## src/design/csx_pkg.sv

```systemverilog
// Shared constants, encodings and carrier types of the instruction execution core
package csx_pkg;

	// ----------------------------------------------------------------
	// Widths
	// ----------------------------------------------------------------
	localparam int DATA_W  = 8;
	localparam int ADDR_W  = 5;
	localparam int PC_W    = 9;
	localparam int INSTR_W = 12;
	localparam int FILE_N  = 32;

	// ----------------------------------------------------------------
	// Instruction word fields
	// ----------------------------------------------------------------
	localparam int OPC_MSB   = 11;
	localparam int OPC_LSB   = 8;
	localparam int DEST_BIT  = 5;
	localparam int FADDR_MSB = 4;
	localparam int FADDR_LSB = 0;
	localparam int LIT_MSB   = 7;
	localparam int LIT_LSB   = 0;

	// ----------------------------------------------------------------
	// Major opcodes, bits 11:8
	// ----------------------------------------------------------------
	localparam logic [3:0] OPC_MISC  = 4'h0;
	localparam logic [3:0] OPC_STORE = 4'h1;
	localparam logic [3:0] OPC_ORF   = 4'h2;
	localparam logic [3:0] OPC_COPY  = 4'h3;
	localparam logic [3:0] OPC_INCSZ = 4'h4;
	localparam logic [3:0] OPC_RET   = 4'h8;
	localparam logic [3:0] OPC_MOVL  = 4'hc;
	localparam logic [3:0] OPC_ORL   = 4'hd;

	// Minor codes under OPC_MISC, bits 7:0
	localparam logic [7:0] MISC_IDLE   = 8'h00;
	localparam logic [7:0] MISC_OPTION = 8'h02;

	// Destination select
	localparam logic DEST_ACC  = 1'b0;
	localparam logic DEST_FILE = 1'b1;

	// ----------------------------------------------------------------
	// Reset values and fixed constants
	// ----------------------------------------------------------------
	localparam logic [DATA_W-1:0] ACC_RST  = 8'h00;
	localparam logic [DATA_W-1:0] OPT_RST  = 8'hff;
	localparam logic [DATA_W-1:0] FILE_RST = 8'h00;
	localparam logic [DATA_W-1:0] ONE_B    = 8'h01;
	localparam logic [DATA_W-1:0] ZERO_B   = 8'h00;
	localparam logic [PC_W-1:0]   PC_RST   = 9'h000;
	localparam logic [PC_W-1:0]   PC_STEP  = 9'h001;

	// ----------------------------------------------------------------
	// Types
	// ----------------------------------------------------------------
	typedef enum logic [3:0] {
		CSX_OP_IDLE,
		CSX_OP_OPTION,
		CSX_OP_STORE,
		CSX_OP_OR_FILE,
		CSX_OP_COPY,
		CSX_OP_INC_SKIP,
		CSX_OP_RETURN,
		CSX_OP_LOAD_LIT,
		CSX_OP_OR_LIT
	} csx_op_e;

	typedef struct packed {
		csx_op_e             op;
		logic                dest;
		logic [ADDR_W-1:0]   faddr;
		logic [DATA_W-1:0]   lit;
	} csx_dec_s;

	typedef struct packed {
		logic                acc_we;
		logic                file_we;
		logic                opt_we;
		logic                zero_we;
		logic                zero_val;
		logic                skip;
		logic                ret;
		logic [DATA_W-1:0]   data;
	} csx_res_s;

endpackage

```

## src/design/csx_core.sv

```systemverilog
// Execution core for a subset of an 8-bit instruction set
`timescale 1ns/1ps
`default_nettype none

module csx_core (
	input  wire logic                         ref_clk,
	input  wire logic                         srst,
	input  wire logic                         instr_valid,
	input  wire logic [csx_pkg::INSTR_W-1:0]  instr,
	input  wire logic [csx_pkg::PC_W-1:0]     stack_top,
	output logic      [csx_pkg::DATA_W-1:0]   acc,
	output logic      [csx_pkg::DATA_W-1:0]   option_cfg,
	output logic                              zero_flag,
	output logic      [csx_pkg::PC_W-1:0]     pc,
	output logic                              retire,
	output logic                              discard,
	output logic                              pc_return,
	output logic                              file_wr_en,
	output logic      [csx_pkg::ADDR_W-1:0]   file_wr_addr,
	output logic      [csx_pkg::DATA_W-1:0]   file_wr_data
);

	// ----------------------------------------------------------------
	// Types and declarations
	// ----------------------------------------------------------------
	typedef enum logic {
		CSX_ST_EXEC,
		CSX_ST_FLUSH
	} csx_state_e;

	csx_state_e                  state_reg;
	csx_state_e                  state_next;

	csx_pkg::csx_dec_s           dec;
	csx_pkg::csx_dec_s           dec_eff;
	csx_pkg::csx_res_s           res;

	logic [3:0]                  opc;
	logic [csx_pkg::DATA_W-1:0]  fval;
	logic                        exec_now;
	logic                        flush_now;

	logic [csx_pkg::DATA_W-1:0]  acc_reg;
	logic [csx_pkg::DATA_W-1:0]  acc_next;
	logic [csx_pkg::DATA_W-1:0]  opt_reg;
	logic [csx_pkg::DATA_W-1:0]  opt_next;
	logic                        zero_reg;
	logic                        zero_next;
	logic [csx_pkg::PC_W-1:0]    pc_reg;
	logic [csx_pkg::PC_W-1:0]    pc_next;

	logic                        retire_reg;
	logic                        retire_next;
	logic                        discard_reg;
	logic                        discard_next;
	logic                        ret_reg;
	logic                        ret_next;
	logic                        fwe_reg;
	logic                        fwe_next;
	logic [csx_pkg::ADDR_W-1:0]  fwa_reg;
	logic [csx_pkg::ADDR_W-1:0]  fwa_next;
	logic [csx_pkg::DATA_W-1:0]  fwd_reg;
	logic [csx_pkg::DATA_W-1:0]  fwd_next;

	// ----------------------------------------------------------------
	// Decode
	// ----------------------------------------------------------------
	assign opc = instr[csx_pkg::OPC_MSB:csx_pkg::OPC_LSB];

	always_comb begin
		dec       = '0;
		dec.op    = csx_pkg::CSX_OP_IDLE;
		dec.dest  = instr[csx_pkg::DEST_BIT];
		dec.faddr = instr[csx_pkg::FADDR_MSB:csx_pkg::FADDR_LSB];
		dec.lit   = instr[csx_pkg::LIT_MSB:csx_pkg::LIT_LSB];
		unique case (opc)
			csx_pkg::OPC_MISC: begin
				if (instr[csx_pkg::LIT_MSB:csx_pkg::LIT_LSB] == csx_pkg::MISC_OPTION) begin
					dec.op = csx_pkg::CSX_OP_OPTION;
				end else begin
					// Unlisted minor codes fall to idle
					dec.op = csx_pkg::CSX_OP_IDLE;
				end
			end
			csx_pkg::OPC_STORE: begin
				dec.op   = csx_pkg::CSX_OP_STORE;
				// No destination bit on a store; force file
				dec.dest = csx_pkg::DEST_FILE;
			end
			csx_pkg::OPC_ORF: begin
				dec.op = csx_pkg::CSX_OP_OR_FILE;
			end
			csx_pkg::OPC_COPY: begin
				dec.op = csx_pkg::CSX_OP_COPY;
			end
			csx_pkg::OPC_INCSZ: begin
				dec.op = csx_pkg::CSX_OP_INC_SKIP;
			end
			csx_pkg::OPC_RET: begin
				dec.op = csx_pkg::CSX_OP_RETURN;
			end
			csx_pkg::OPC_MOVL: begin
				dec.op = csx_pkg::CSX_OP_LOAD_LIT;
			end
			csx_pkg::OPC_ORL: begin
				dec.op = csx_pkg::CSX_OP_OR_LIT;
			end
			default: begin
				// Opcodes outside this subset act as idle
				dec.op = csx_pkg::CSX_OP_IDLE;
			end
		endcase
	end

	// ----------------------------------------------------------------
	// Issue control
	// ----------------------------------------------------------------
	assign flush_now = instr_valid && (state_reg == CSX_ST_FLUSH);
	assign exec_now  = instr_valid && (state_reg == CSX_ST_EXEC);

	// Discarded word is replaced by idle, so nothing it asks for happens
	always_comb begin
		dec_eff = dec;
		if (!exec_now) begin
			dec_eff    = '0;
			dec_eff.op = csx_pkg::CSX_OP_IDLE;
		end
	end

	// ----------------------------------------------------------------
	// Datapath
	// ----------------------------------------------------------------
	csx_file_regs u_file (
		.ref_clk (ref_clk),
		.srst    (srst),
		.wr_en   (res.file_we),
		.wr_addr (dec_eff.faddr),
		.wr_data (res.data),
		.rd_addr (dec_eff.faddr),
		.rd_data (fval)
	);

	csx_alu u_alu (
		.dec  (dec_eff),
		.acc  (acc_reg),
		.fval (fval),
		.res  (res)
	);

	// ----------------------------------------------------------------
	// Sequencing
	// ----------------------------------------------------------------
	always_comb begin
		state_next = state_reg;
		unique case (state_reg)
			CSX_ST_EXEC: begin
				if (exec_now && (res.skip || res.ret)) begin
					state_next = CSX_ST_FLUSH;
				end else begin
					state_next = CSX_ST_EXEC;
				end
			end
			CSX_ST_FLUSH: begin
				// Idle gaps leave the discard slot pending
				if (instr_valid) begin
					state_next = CSX_ST_EXEC;
				end
			end
		endcase
	end

	always_ff @(posedge ref_clk) begin
		if (srst) begin
			state_reg <= CSX_ST_EXEC;
		end else begin
			state_reg <= state_next;
		end
	end

	// ----------------------------------------------------------------
	// Program counter
	// ----------------------------------------------------------------
	always_comb begin
		pc_next = pc_reg;
		// A dropped word still counts as a fetch
		if (exec_now && res.ret) begin
			pc_next = stack_top;
		end else if (instr_valid) begin
			pc_next = pc_reg + csx_pkg::PC_STEP;
		end
	end

	always_ff @(posedge ref_clk) begin
		if (srst) begin
			pc_reg <= csx_pkg::PC_RST;
		end else begin
			pc_reg <= pc_next;
		end
	end

	// ----------------------------------------------------------------
	// Accumulator and option
	// ----------------------------------------------------------------
	always_comb begin
		acc_next = acc_reg;
		opt_next = opt_reg;
		if (res.acc_we) begin
			acc_next = res.data;
		end
		if (res.opt_we) begin
			opt_next = res.data;
		end
	end

	always_ff @(posedge ref_clk) begin
		if (srst) begin
			acc_reg <= csx_pkg::ACC_RST;
			opt_reg <= csx_pkg::OPT_RST;
		end else begin
			acc_reg <= acc_next;
			opt_reg <= opt_next;
		end
	end

	// ----------------------------------------------------------------
	// Zero flag
	// ----------------------------------------------------------------
	always_comb begin
		zero_next = zero_reg;
		// Flag writes only where the op asks; others keep it
		if (res.zero_we) begin
			zero_next = res.zero_val;
		end
	end

	always_ff @(posedge ref_clk) begin
		if (srst) begin
			zero_reg <= 1'b0;
		end else begin
			zero_reg <= zero_next;
		end
	end

	// ----------------------------------------------------------------
	// Event pulses
	// ----------------------------------------------------------------
	always_comb begin
		retire_next  = exec_now;
		discard_next = flush_now;
		ret_next     = exec_now && res.ret;
	end

	always_ff @(posedge ref_clk) begin
		if (srst) begin
			retire_reg  <= 1'b0;
			discard_reg <= 1'b0;
			ret_reg     <= 1'b0;
		end else begin
			retire_reg  <= retire_next;
			discard_reg <= discard_next;
			ret_reg     <= ret_next;
		end
	end

	// ----------------------------------------------------------------
	// File write echo
	// ----------------------------------------------------------------
	// Address follows decode even without a write; only the enable qualifies it
	always_comb begin
		fwe_next = res.file_we;
		fwa_next = dec_eff.faddr;
		fwd_next = res.data;
	end

	always_ff @(posedge ref_clk) begin
		if (srst) begin
			fwe_reg <= 1'b0;
			fwa_reg <= '0;
			fwd_reg <= csx_pkg::ZERO_B;
		end else begin
			fwe_reg <= fwe_next;
			fwa_reg <= fwa_next;
			fwd_reg <= fwd_next;
		end
	end

	// ----------------------------------------------------------------
	// Port drive
	// ----------------------------------------------------------------
	assign acc          = acc_reg;
	assign option_cfg   = opt_reg;
	assign zero_flag    = zero_reg;
	assign pc           = pc_reg;
	assign retire       = retire_reg;
	assign discard      = discard_reg;
	assign pc_return    = ret_reg;
	assign file_wr_en   = fwe_reg;
	assign file_wr_addr = fwa_reg;
	assign file_wr_data = fwd_reg;

endmodule
`default_nettype wire

```

## src/design/csx_file_regs.sv

```systemverilog
// File register array of the execution core, one write and one read port
`timescale 1ns/1ps
`default_nettype none
module csx_file_regs (
	input  wire logic                        ref_clk,
	input  wire logic                        srst,
	input  wire logic                        wr_en,
	input  wire logic [csx_pkg::ADDR_W-1:0]  wr_addr,
	input  wire logic [csx_pkg::DATA_W-1:0]  wr_data,
	input  wire logic [csx_pkg::ADDR_W-1:0]  rd_addr,
	output logic      [csx_pkg::DATA_W-1:0]  rd_data
);

	logic [csx_pkg::DATA_W-1:0] mem_reg  [csx_pkg::FILE_N];
	logic [csx_pkg::DATA_W-1:0] mem_next [csx_pkg::FILE_N];

	// ----------------------------------------------------------------
	// Storage, one entry per location
	// ----------------------------------------------------------------
	genvar gi;
	generate
		for (gi = 0; gi < csx_pkg::FILE_N; gi++) begin : g_ent
			localparam int ENT_IDX = gi;

			always_comb begin
				mem_next[gi] = mem_reg[gi];
				if (wr_en && (wr_addr == ENT_IDX[csx_pkg::ADDR_W-1:0])) begin
					mem_next[gi] = wr_data;
				end
			end

			always_ff @(posedge ref_clk) begin
				if (srst) begin
					mem_reg[gi] <= csx_pkg::FILE_RST;
				end else begin
					mem_reg[gi] <= mem_next[gi];
				end
			end
		end
	endgenerate

	// Read sees the old value in the writing cycle
	assign rd_data = mem_reg[rd_addr];

endmodule
`default_nettype wire

```

## src/design/csx_alu.sv

```systemverilog
// Result and flag computation for one decoded instruction
`timescale 1ns/1ps
`default_nettype none
module csx_alu (
	input  wire csx_pkg::csx_dec_s           dec,
	input  wire logic [csx_pkg::DATA_W-1:0]  acc,
	input  wire logic [csx_pkg::DATA_W-1:0]  fval,
	output var csx_pkg::csx_res_s            res
);

	logic [csx_pkg::DATA_W-1:0] sum;
	logic                       to_file;

	assign sum     = fval + csx_pkg::ONE_B;
	assign to_file = (dec.dest == csx_pkg::DEST_FILE);

	always_comb begin
		res = '0;
		unique case (dec.op)
			csx_pkg::CSX_OP_IDLE: begin
				res.data = csx_pkg::ZERO_B;
			end
			csx_pkg::CSX_OP_OPTION: begin
				res.data   = acc;
				res.opt_we = 1'b1;
			end
			csx_pkg::CSX_OP_STORE: begin
				res.data    = acc;
				res.file_we = 1'b1;
			end
			csx_pkg::CSX_OP_OR_FILE: begin
				res.data    = acc | fval;
				res.file_we = to_file;
				res.acc_we  = !to_file;
				res.zero_we = 1'b1;
			end
			csx_pkg::CSX_OP_COPY: begin
				res.data    = fval;
				res.file_we = to_file;
				res.acc_we  = !to_file;
				res.zero_we = 1'b1;
			end
			csx_pkg::CSX_OP_INC_SKIP: begin
				res.data    = sum;
				res.file_we = to_file;
				res.acc_we  = !to_file;
				res.skip    = (sum == csx_pkg::ZERO_B);
			end
			csx_pkg::CSX_OP_RETURN: begin
				res.data   = dec.lit;
				res.acc_we = 1'b1;
				res.ret    = 1'b1;
			end
			csx_pkg::CSX_OP_LOAD_LIT: begin
				res.data   = dec.lit;
				res.acc_we = 1'b1;
			end
			csx_pkg::CSX_OP_OR_LIT: begin
				res.data    = acc | dec.lit;
				res.acc_we  = 1'b1;
				res.zero_we = 1'b1;
			end
		endcase
		res.zero_val = (res.data == csx_pkg::ZERO_B);
	end

endmodule
`default_nettype wire

```

## config.mk

```make
export PLATFORM = sky130hd
export DESIGN_NAME = csx_core
export DESIGN_NICKNAME = d
export VERILOG_FILES = /design/src/design/csx_pkg.sv /design/src/design/csx_core.sv /design/src/design/csx_file_regs.sv /design/src/design/csx_alu.sv
export SDC_FILE = /design/constraint.sdc
export NUM_CORES = 1
export LEC_CHECK = 0
export BUFFER_PORTS_ARGS = -buffer_cell sky130_fd_sc_hd__buf_2
export CORE_UTILIZATION = 60
export DETAILED_ROUTE_END_ITERATION = 8
export PLACE_DENSITY = 0.78
export SYNTH_ARGS = -nofsm -noshare
export SYNTH_HDL_FRONTEND = slang
export SYNTH_SLANG_ARGS = --single-unit
export TNS_END_PERCENT = 1
```

## constraint.sdc

```tcl
create_clock -name ref_clk -period 7.54 [get_ports ref_clk]
set_input_delay 0.754 -clock ref_clk [delete_from_list [all_inputs] [get_ports ref_clk]]
set_output_delay 0.754 -clock ref_clk [all_outputs]
set_load 0.02 [all_outputs]
```

Word-level counts from Yosys, hierarchy flattened:

Memories as Yosys holds them, arrays and structs flattened.
Index checks and enable logic that the tools add are counted.

* input port bits: 24
* word-level logic and storage cells: 292
* output and inout bits: 43
* flip-flop bits (word level): 44
* memories kept: 1
* memory bits (writable): 256

Memories
* u_file.mem_reg: words 32, width 8, read ports 1, clocked after memory_dff 0, write ports 32, line csx_file_regs.sv:14 `logic [csx_pkg::DATA_W-1:0] mem_reg [csx_pkg::FILE_N];`

* eq/ne operators: 79
* add/subtract/negate cells: 2
* multiplexer cells: 83
* reduce and logical (&&, ||, !) cells: 81
* bitwise operators: 35

Operators by type and width (count)
* 8-bit two-way mux: 64
* 5-bit equality test (second input constant): 16
* 2-bit AND reduction: 32
* 8-bit one-hot mux with 7 select lines: 1
* 5-bit by 4-bit equality test with 1-bit output (second input constant): 8
* 1-bit logical AND: 36
* 1-bit != test (second input constant): 32
* 1-bit bitwise OR: 32
* 4-bit one-hot mux with 8 select lines: 1
* 4-bit by 3-bit equality test with 1-bit output (second input constant): 5
* 5-bit by 3-bit equality test with 1-bit output (second input constant): 4
* 18-bit two-way mux: 1
* 9-bit two-way mux: 2
* 4-bit by 2-bit equality test with 1-bit output (second input constant): 4
* 4-bit equality test (second input constant): 4
* 8-bit logical NOT: 2
* 8-bit bitwise OR: 2
* 1-bit two-way mux: 11
* 5-bit by 2-bit equality test with 1-bit output (second input constant): 2
* 9-bit by 1-bit adder with 9-bit output (second input constant): 1
* 3-bit OR reduction: 3
* 8-bit by 1-bit adder with 8-bit output (second input constant): 1
* 4-bit by 1-bit equality test with 1-bit output (second input constant): 2
* 8-bit by 2-bit equality test with 1-bit output (second input constant): 1
* other kinds (9): 13

Logic depth before layout (Yosys ltp):

An unclocked memory read counts as a cell.

* depth in word-level cells: 12
* mapped depth: 16

Modules after synthesis:

Synthesis repeated with hierarchy kept, for this count alone.

* cell total of the unflattened synthesis: 1074
* area total of the unflattened synthesis: 14711.6 µm²

Modules (own cells, without submodules)
* csx_file_regs: times used 1, cells an instance 751, area an instance 12032.8 µm²
* csx_core: times used 1, cells an instance 192, area an instance 1839.3 µm²
* csx_alu: times used 1, cells an instance 131, area an instance 839.6 µm²

Worst setup path before layout:

No wires, ideal clock.

* path kind: input-to-reg
* start: input instr_valid
* end: memory u_file.mem_reg[6][1] (netlist name) (data pin)
* arrival: 3.492 ns
* buffers on the path: 2
* setup slack: 3.782 ns
* stages on the path: 12
* setup time: 0.266 ns
* path through: or3b_1 -> mux4_1 -> a221oi_1 -> or4_4 -> nand2_1 -> ha_1 -> a22o_1 -> a221oi_1 -> or2_2 -> clkbuf_1 -> buf_2 -> nor2_1

RTL lines
* start: declaration: line csx_core.sv:8 `input wire logic instr_valid,`
* end: declaration: line csx_file_regs.sv:14

==> results.json <==
{
  "critical_path_peak_fanout": 40,
  "pleak_nw": 5.50,
  "number_of_flops_mapped_to_enable_cells_by_yosys": 256,
  "power_per_cell_area_nw_per_um2": 242,
  "synth_seq_area_share_pct": 59.3,
  "clkSinkCount": 300,
  "sum_of_negative_setup_slack_ns": 0,
  "critPathSlowestCell": "sky130_fd_sc_hd__or2_2",
  "timing.critical_path.depth": 11,
  "final_net_count": 1324,
  "worstSetupStartpointType": "primary input",
  "clock.fmax_ghz": 0.188,
  "layout-area-overhead-vs-synth_pct": 8.73,
  "clock_tree.root_cell": "sky130_fd_sc_hd__clkbuf_16",
  "grt_pass1_wl_mm": 62.6,
  "finish.utilization_pct": 66.7,
  "num_rows": 56,
  "synthesized_area_per_cell_um2": 11.2,
  "core_area_um2": 23500,
  "routed-via-count": 10900,
  "total_wire_length_after_detailed_routing_mm": 41.8,
  "grt_max_degree": 78,
  "timing.final.crit_share_pct": 70.7,
  "die_h_um": 157,
  "synthesis.nets": 1312,
  "maxSlewHeadroom_pct": 20.6,
  "post-cts-setup-buffers": 0,
  "flip_flop_and_latch_count_after_synthesis": 300,
  "dieWidth_um": 157,
  "yosysTopAreaCellShare_pct": 53.2,
  "route.detailed.drc": 0,
  "largest_register_ff_count": 256,
  "tritoncts": "done",
  "worst_setup_hold_path_clk_slew_ns": 0.06,
  "grt_setup_unrepaired": "false",
  "synthDistinctLibCells": 93,
  "place.gp.congestion": 0.999,
  "dpl.hpwl_mm": 26.5,
  "hold_ws_ns": 0.437,
  "peakVddDrop_mv": 0.200,
  "antenna_found_initial": 0,
  "finalSetupViolations": 0,
  "floorplan.die_area_um2": 24700,
  "layout_min_cycle_time_ns": 5.33,
  "setup.worst_path.end_class": "register",
  "synth.most_common_cell": "sky130_fd_sc_hd__nor2_1",
  "count_of_buffers_from_port_buffering": 66,
  "whs_path_depth": 3,
  "final.fill_count": 1795,
  "via_density_per_instance": 6.66,
  "yosys-top-cells-count": "sky130_fd_sc_hd__nor2_1, sky130_fd_sc_hd__edfxtp_1, sky130_fd_sc_hd__nand2_1",
  "critical_path.n_buffers_inverters": 1,
  "finalNonFillerCells": 1642,
  "ant_nets": 0,
  "crit_path_leading_delay_family": "simple AND/OR/NAND/NOR gates",
  "start_util_pct": 61.4,
  "total_congestion_overflow": 0,
  "hold_violations": 0,
  "htree_num_levels": 1,
  "worstSetupPathType": "in -> reg",
  "crit_required_ns": 7.82,
  "clk-insertion-delay-late_ns": 0.58,
  "cpPeakStageDelay_ns": 0.92,
  "report.final.slew_viol_count": 0,
  "detailedRoute.firstIterationViolations": 1714,
  "syn-instance-count": 1285,
  "hold_bufs_at_cts": 0,
  "postCtsResizedCells": 0,
  "synth.largest_area_cell": "sky130_fd_sc_hd__edfxtp_1",
  "dp.cells": 1583,
  "critPathArrivalTime_ns": 5.61,
  "yosys_warnings": 0,
  "hold_path_class": "in -> reg",
  "reg2regPathDepth": 10,
  "groute.usage.overall_pct": 34.5,
  "layout-drive-gt1-share_pct": 16.6,
  "routedWlPerCell_um": 25.5,
  "cp_cell_sequence": "buf_2 -> nand2b_2 -> nor2_2 -> o22ai_1 -> a2111o_1 -> o21ai_4 -> nand2_2 -> or4_4 -> a31oi_2 -> or2_2 -> nor2_1",
  "number_of_detailed_routing_iterations_run_before_antenna_repair": 9,
  "synthTopCellsByArea": "sky130_fd_sc_hd__edfxtp_1, sky130_fd_sc_hd__nor2_1, sky130_fd_sc_hd__dfxtp_1",
  "synthArstFlopShare_pct": 0,
  "status": "finished, final reports clean",
  "postSynth.topFlopCell": "sky130_fd_sc_hd__edfxtp_1",
  "worst-slew-pin-transition_ns": 1.19,
  "cts-buffers-inserted": 31,
  "io_pins": 67,
  "first_global_vias": 10300,
  "synth_area_um2": 14400,
  "max-cap-violations": 0,
  "ctsLongestPathBuffers": 3,
  "final.setup_skew_ns": 0.0203
}
==> routing by layer <==
| layer | wire [um] | part of all wire, % | track usage, % | vias up |
|---|---|---|---|---|
| met5 | 0 | 0 | 0 | - |
| met4 | 1840 | 4.4 | 14.2 | 0 |
| met3 | 4670 | 11 | 7.13 | 129 |
| met2 | 19000 | 45 | 53.6 | 777 |
| met1 | 16400 | 39 | 47.3 | 5310 |
| li1 | - | - | - | 4717 |
==> where the power goes <==
group          switching, W  total (W)  internal [W]
clock              0.000644    0.00158      0.000936
combinational      0.000248   0.000348      0.000100
sequential        0.0000217    0.00187       0.00185
total              0.000914    0.00380       0.00288
==> cell usage in the layout (no fill, tap or decap), types with 12 or more instances in the layout <==
master / count
sky130_fd_sc_hd__nor2_2: 31
sky130_fd_sc_hd__a21oi_1: 32
sky130_fd_sc_hd__mux2_2: 14
sky130_fd_sc_hd__edfxtp_1: 256
sky130_fd_sc_hd__a211oi_1: 13
sky130_fd_sc_hd__o21ai_0: 35
sky130_fd_sc_hd__clkbuf_16: 31
sky130_fd_sc_hd__or2_2: 12
sky130_fd_sc_hd__nor3_1: 13
sky130_fd_sc_hd__inv_1: 21
sky130_fd_sc_hd__nand2b_1: 50
sky130_fd_sc_hd__nor2_1: 313
sky130_fd_sc_hd__buf_4: 15
sky130_fd_sc_hd__nand3_1: 15
sky130_fd_sc_hd__mux2i_1: 32
sky130_fd_sc_hd__buf_2: 65
sky130_fd_sc_hd__o22ai_1: 28
sky130_fd_sc_hd__nand2_1: 54
sky130_fd_sc_hd__dfxtp_1: 44
==> worst min-delay path, delay by kind of cell <==
kind | cells | cell delay (ns)
AOI/OAI and AO/OA | 1 | 0.06
buffers and inverters | 1 | 0.08
and+or+nand+nor | 1 | 0.08
==> layout make-up <==
type	instances	area [um^2]	share of cell area [%]
Sequential cell	300	8570	54.5
Multi-Input combinational cell	860	5160	32.9
Clock buffer	48	917	5.84
Timing Repair Buffer	80	438	2.79
Tap cell	319	399	2.54
Clock inverter	10	131	0.836
Inverter	24	90.1	0.574
Antenna cell	1	2.50	0.0159
==> path summary, 6_finish.rpt <==
path	from	to	slack (ns)
worst max-delay path	instr_valid	u_file.mem_reg[0][7]	2.21
worst min-delay path	stack_top[4]	pc[4]	0.44
worst max register to register	state_reg	u_file.mem_reg[0][7]	2.26
worst min register to register	option_cfg[3]	option_cfg[3]	0.47
==> metrics by stage <==
step                cell area (um^2)  setup WS, ns  total power (W)
detailed placement             14700          1.85          0.00224
CTS                            15700          2.44          0.00378
global route                   15700          2.04          0.00388
global placement               14700          1.87          0.00223
finish                         15700          2.21          0.00380
floorplan                      14400          3.78          0.00213
==> cells by family (layout without fill, tap and decap cells) <==
kind of cell,after synthesis,after routing,share of synthesized area [%]
buffers and inverters,125,162,4.98
AND/OR/NAND/NOR,576,576,19.7
adder cells (fa/ha/maj),3,3,0.260
multiplexers,54,54,4.58
flip-flops,300,300,59.3
AO/OA/AOI/OAI,223,223,11.0
XOR/XNOR,4,4,0.243
other,0,1,0
No activity file was read; power rests on OpenSTA's default activity.
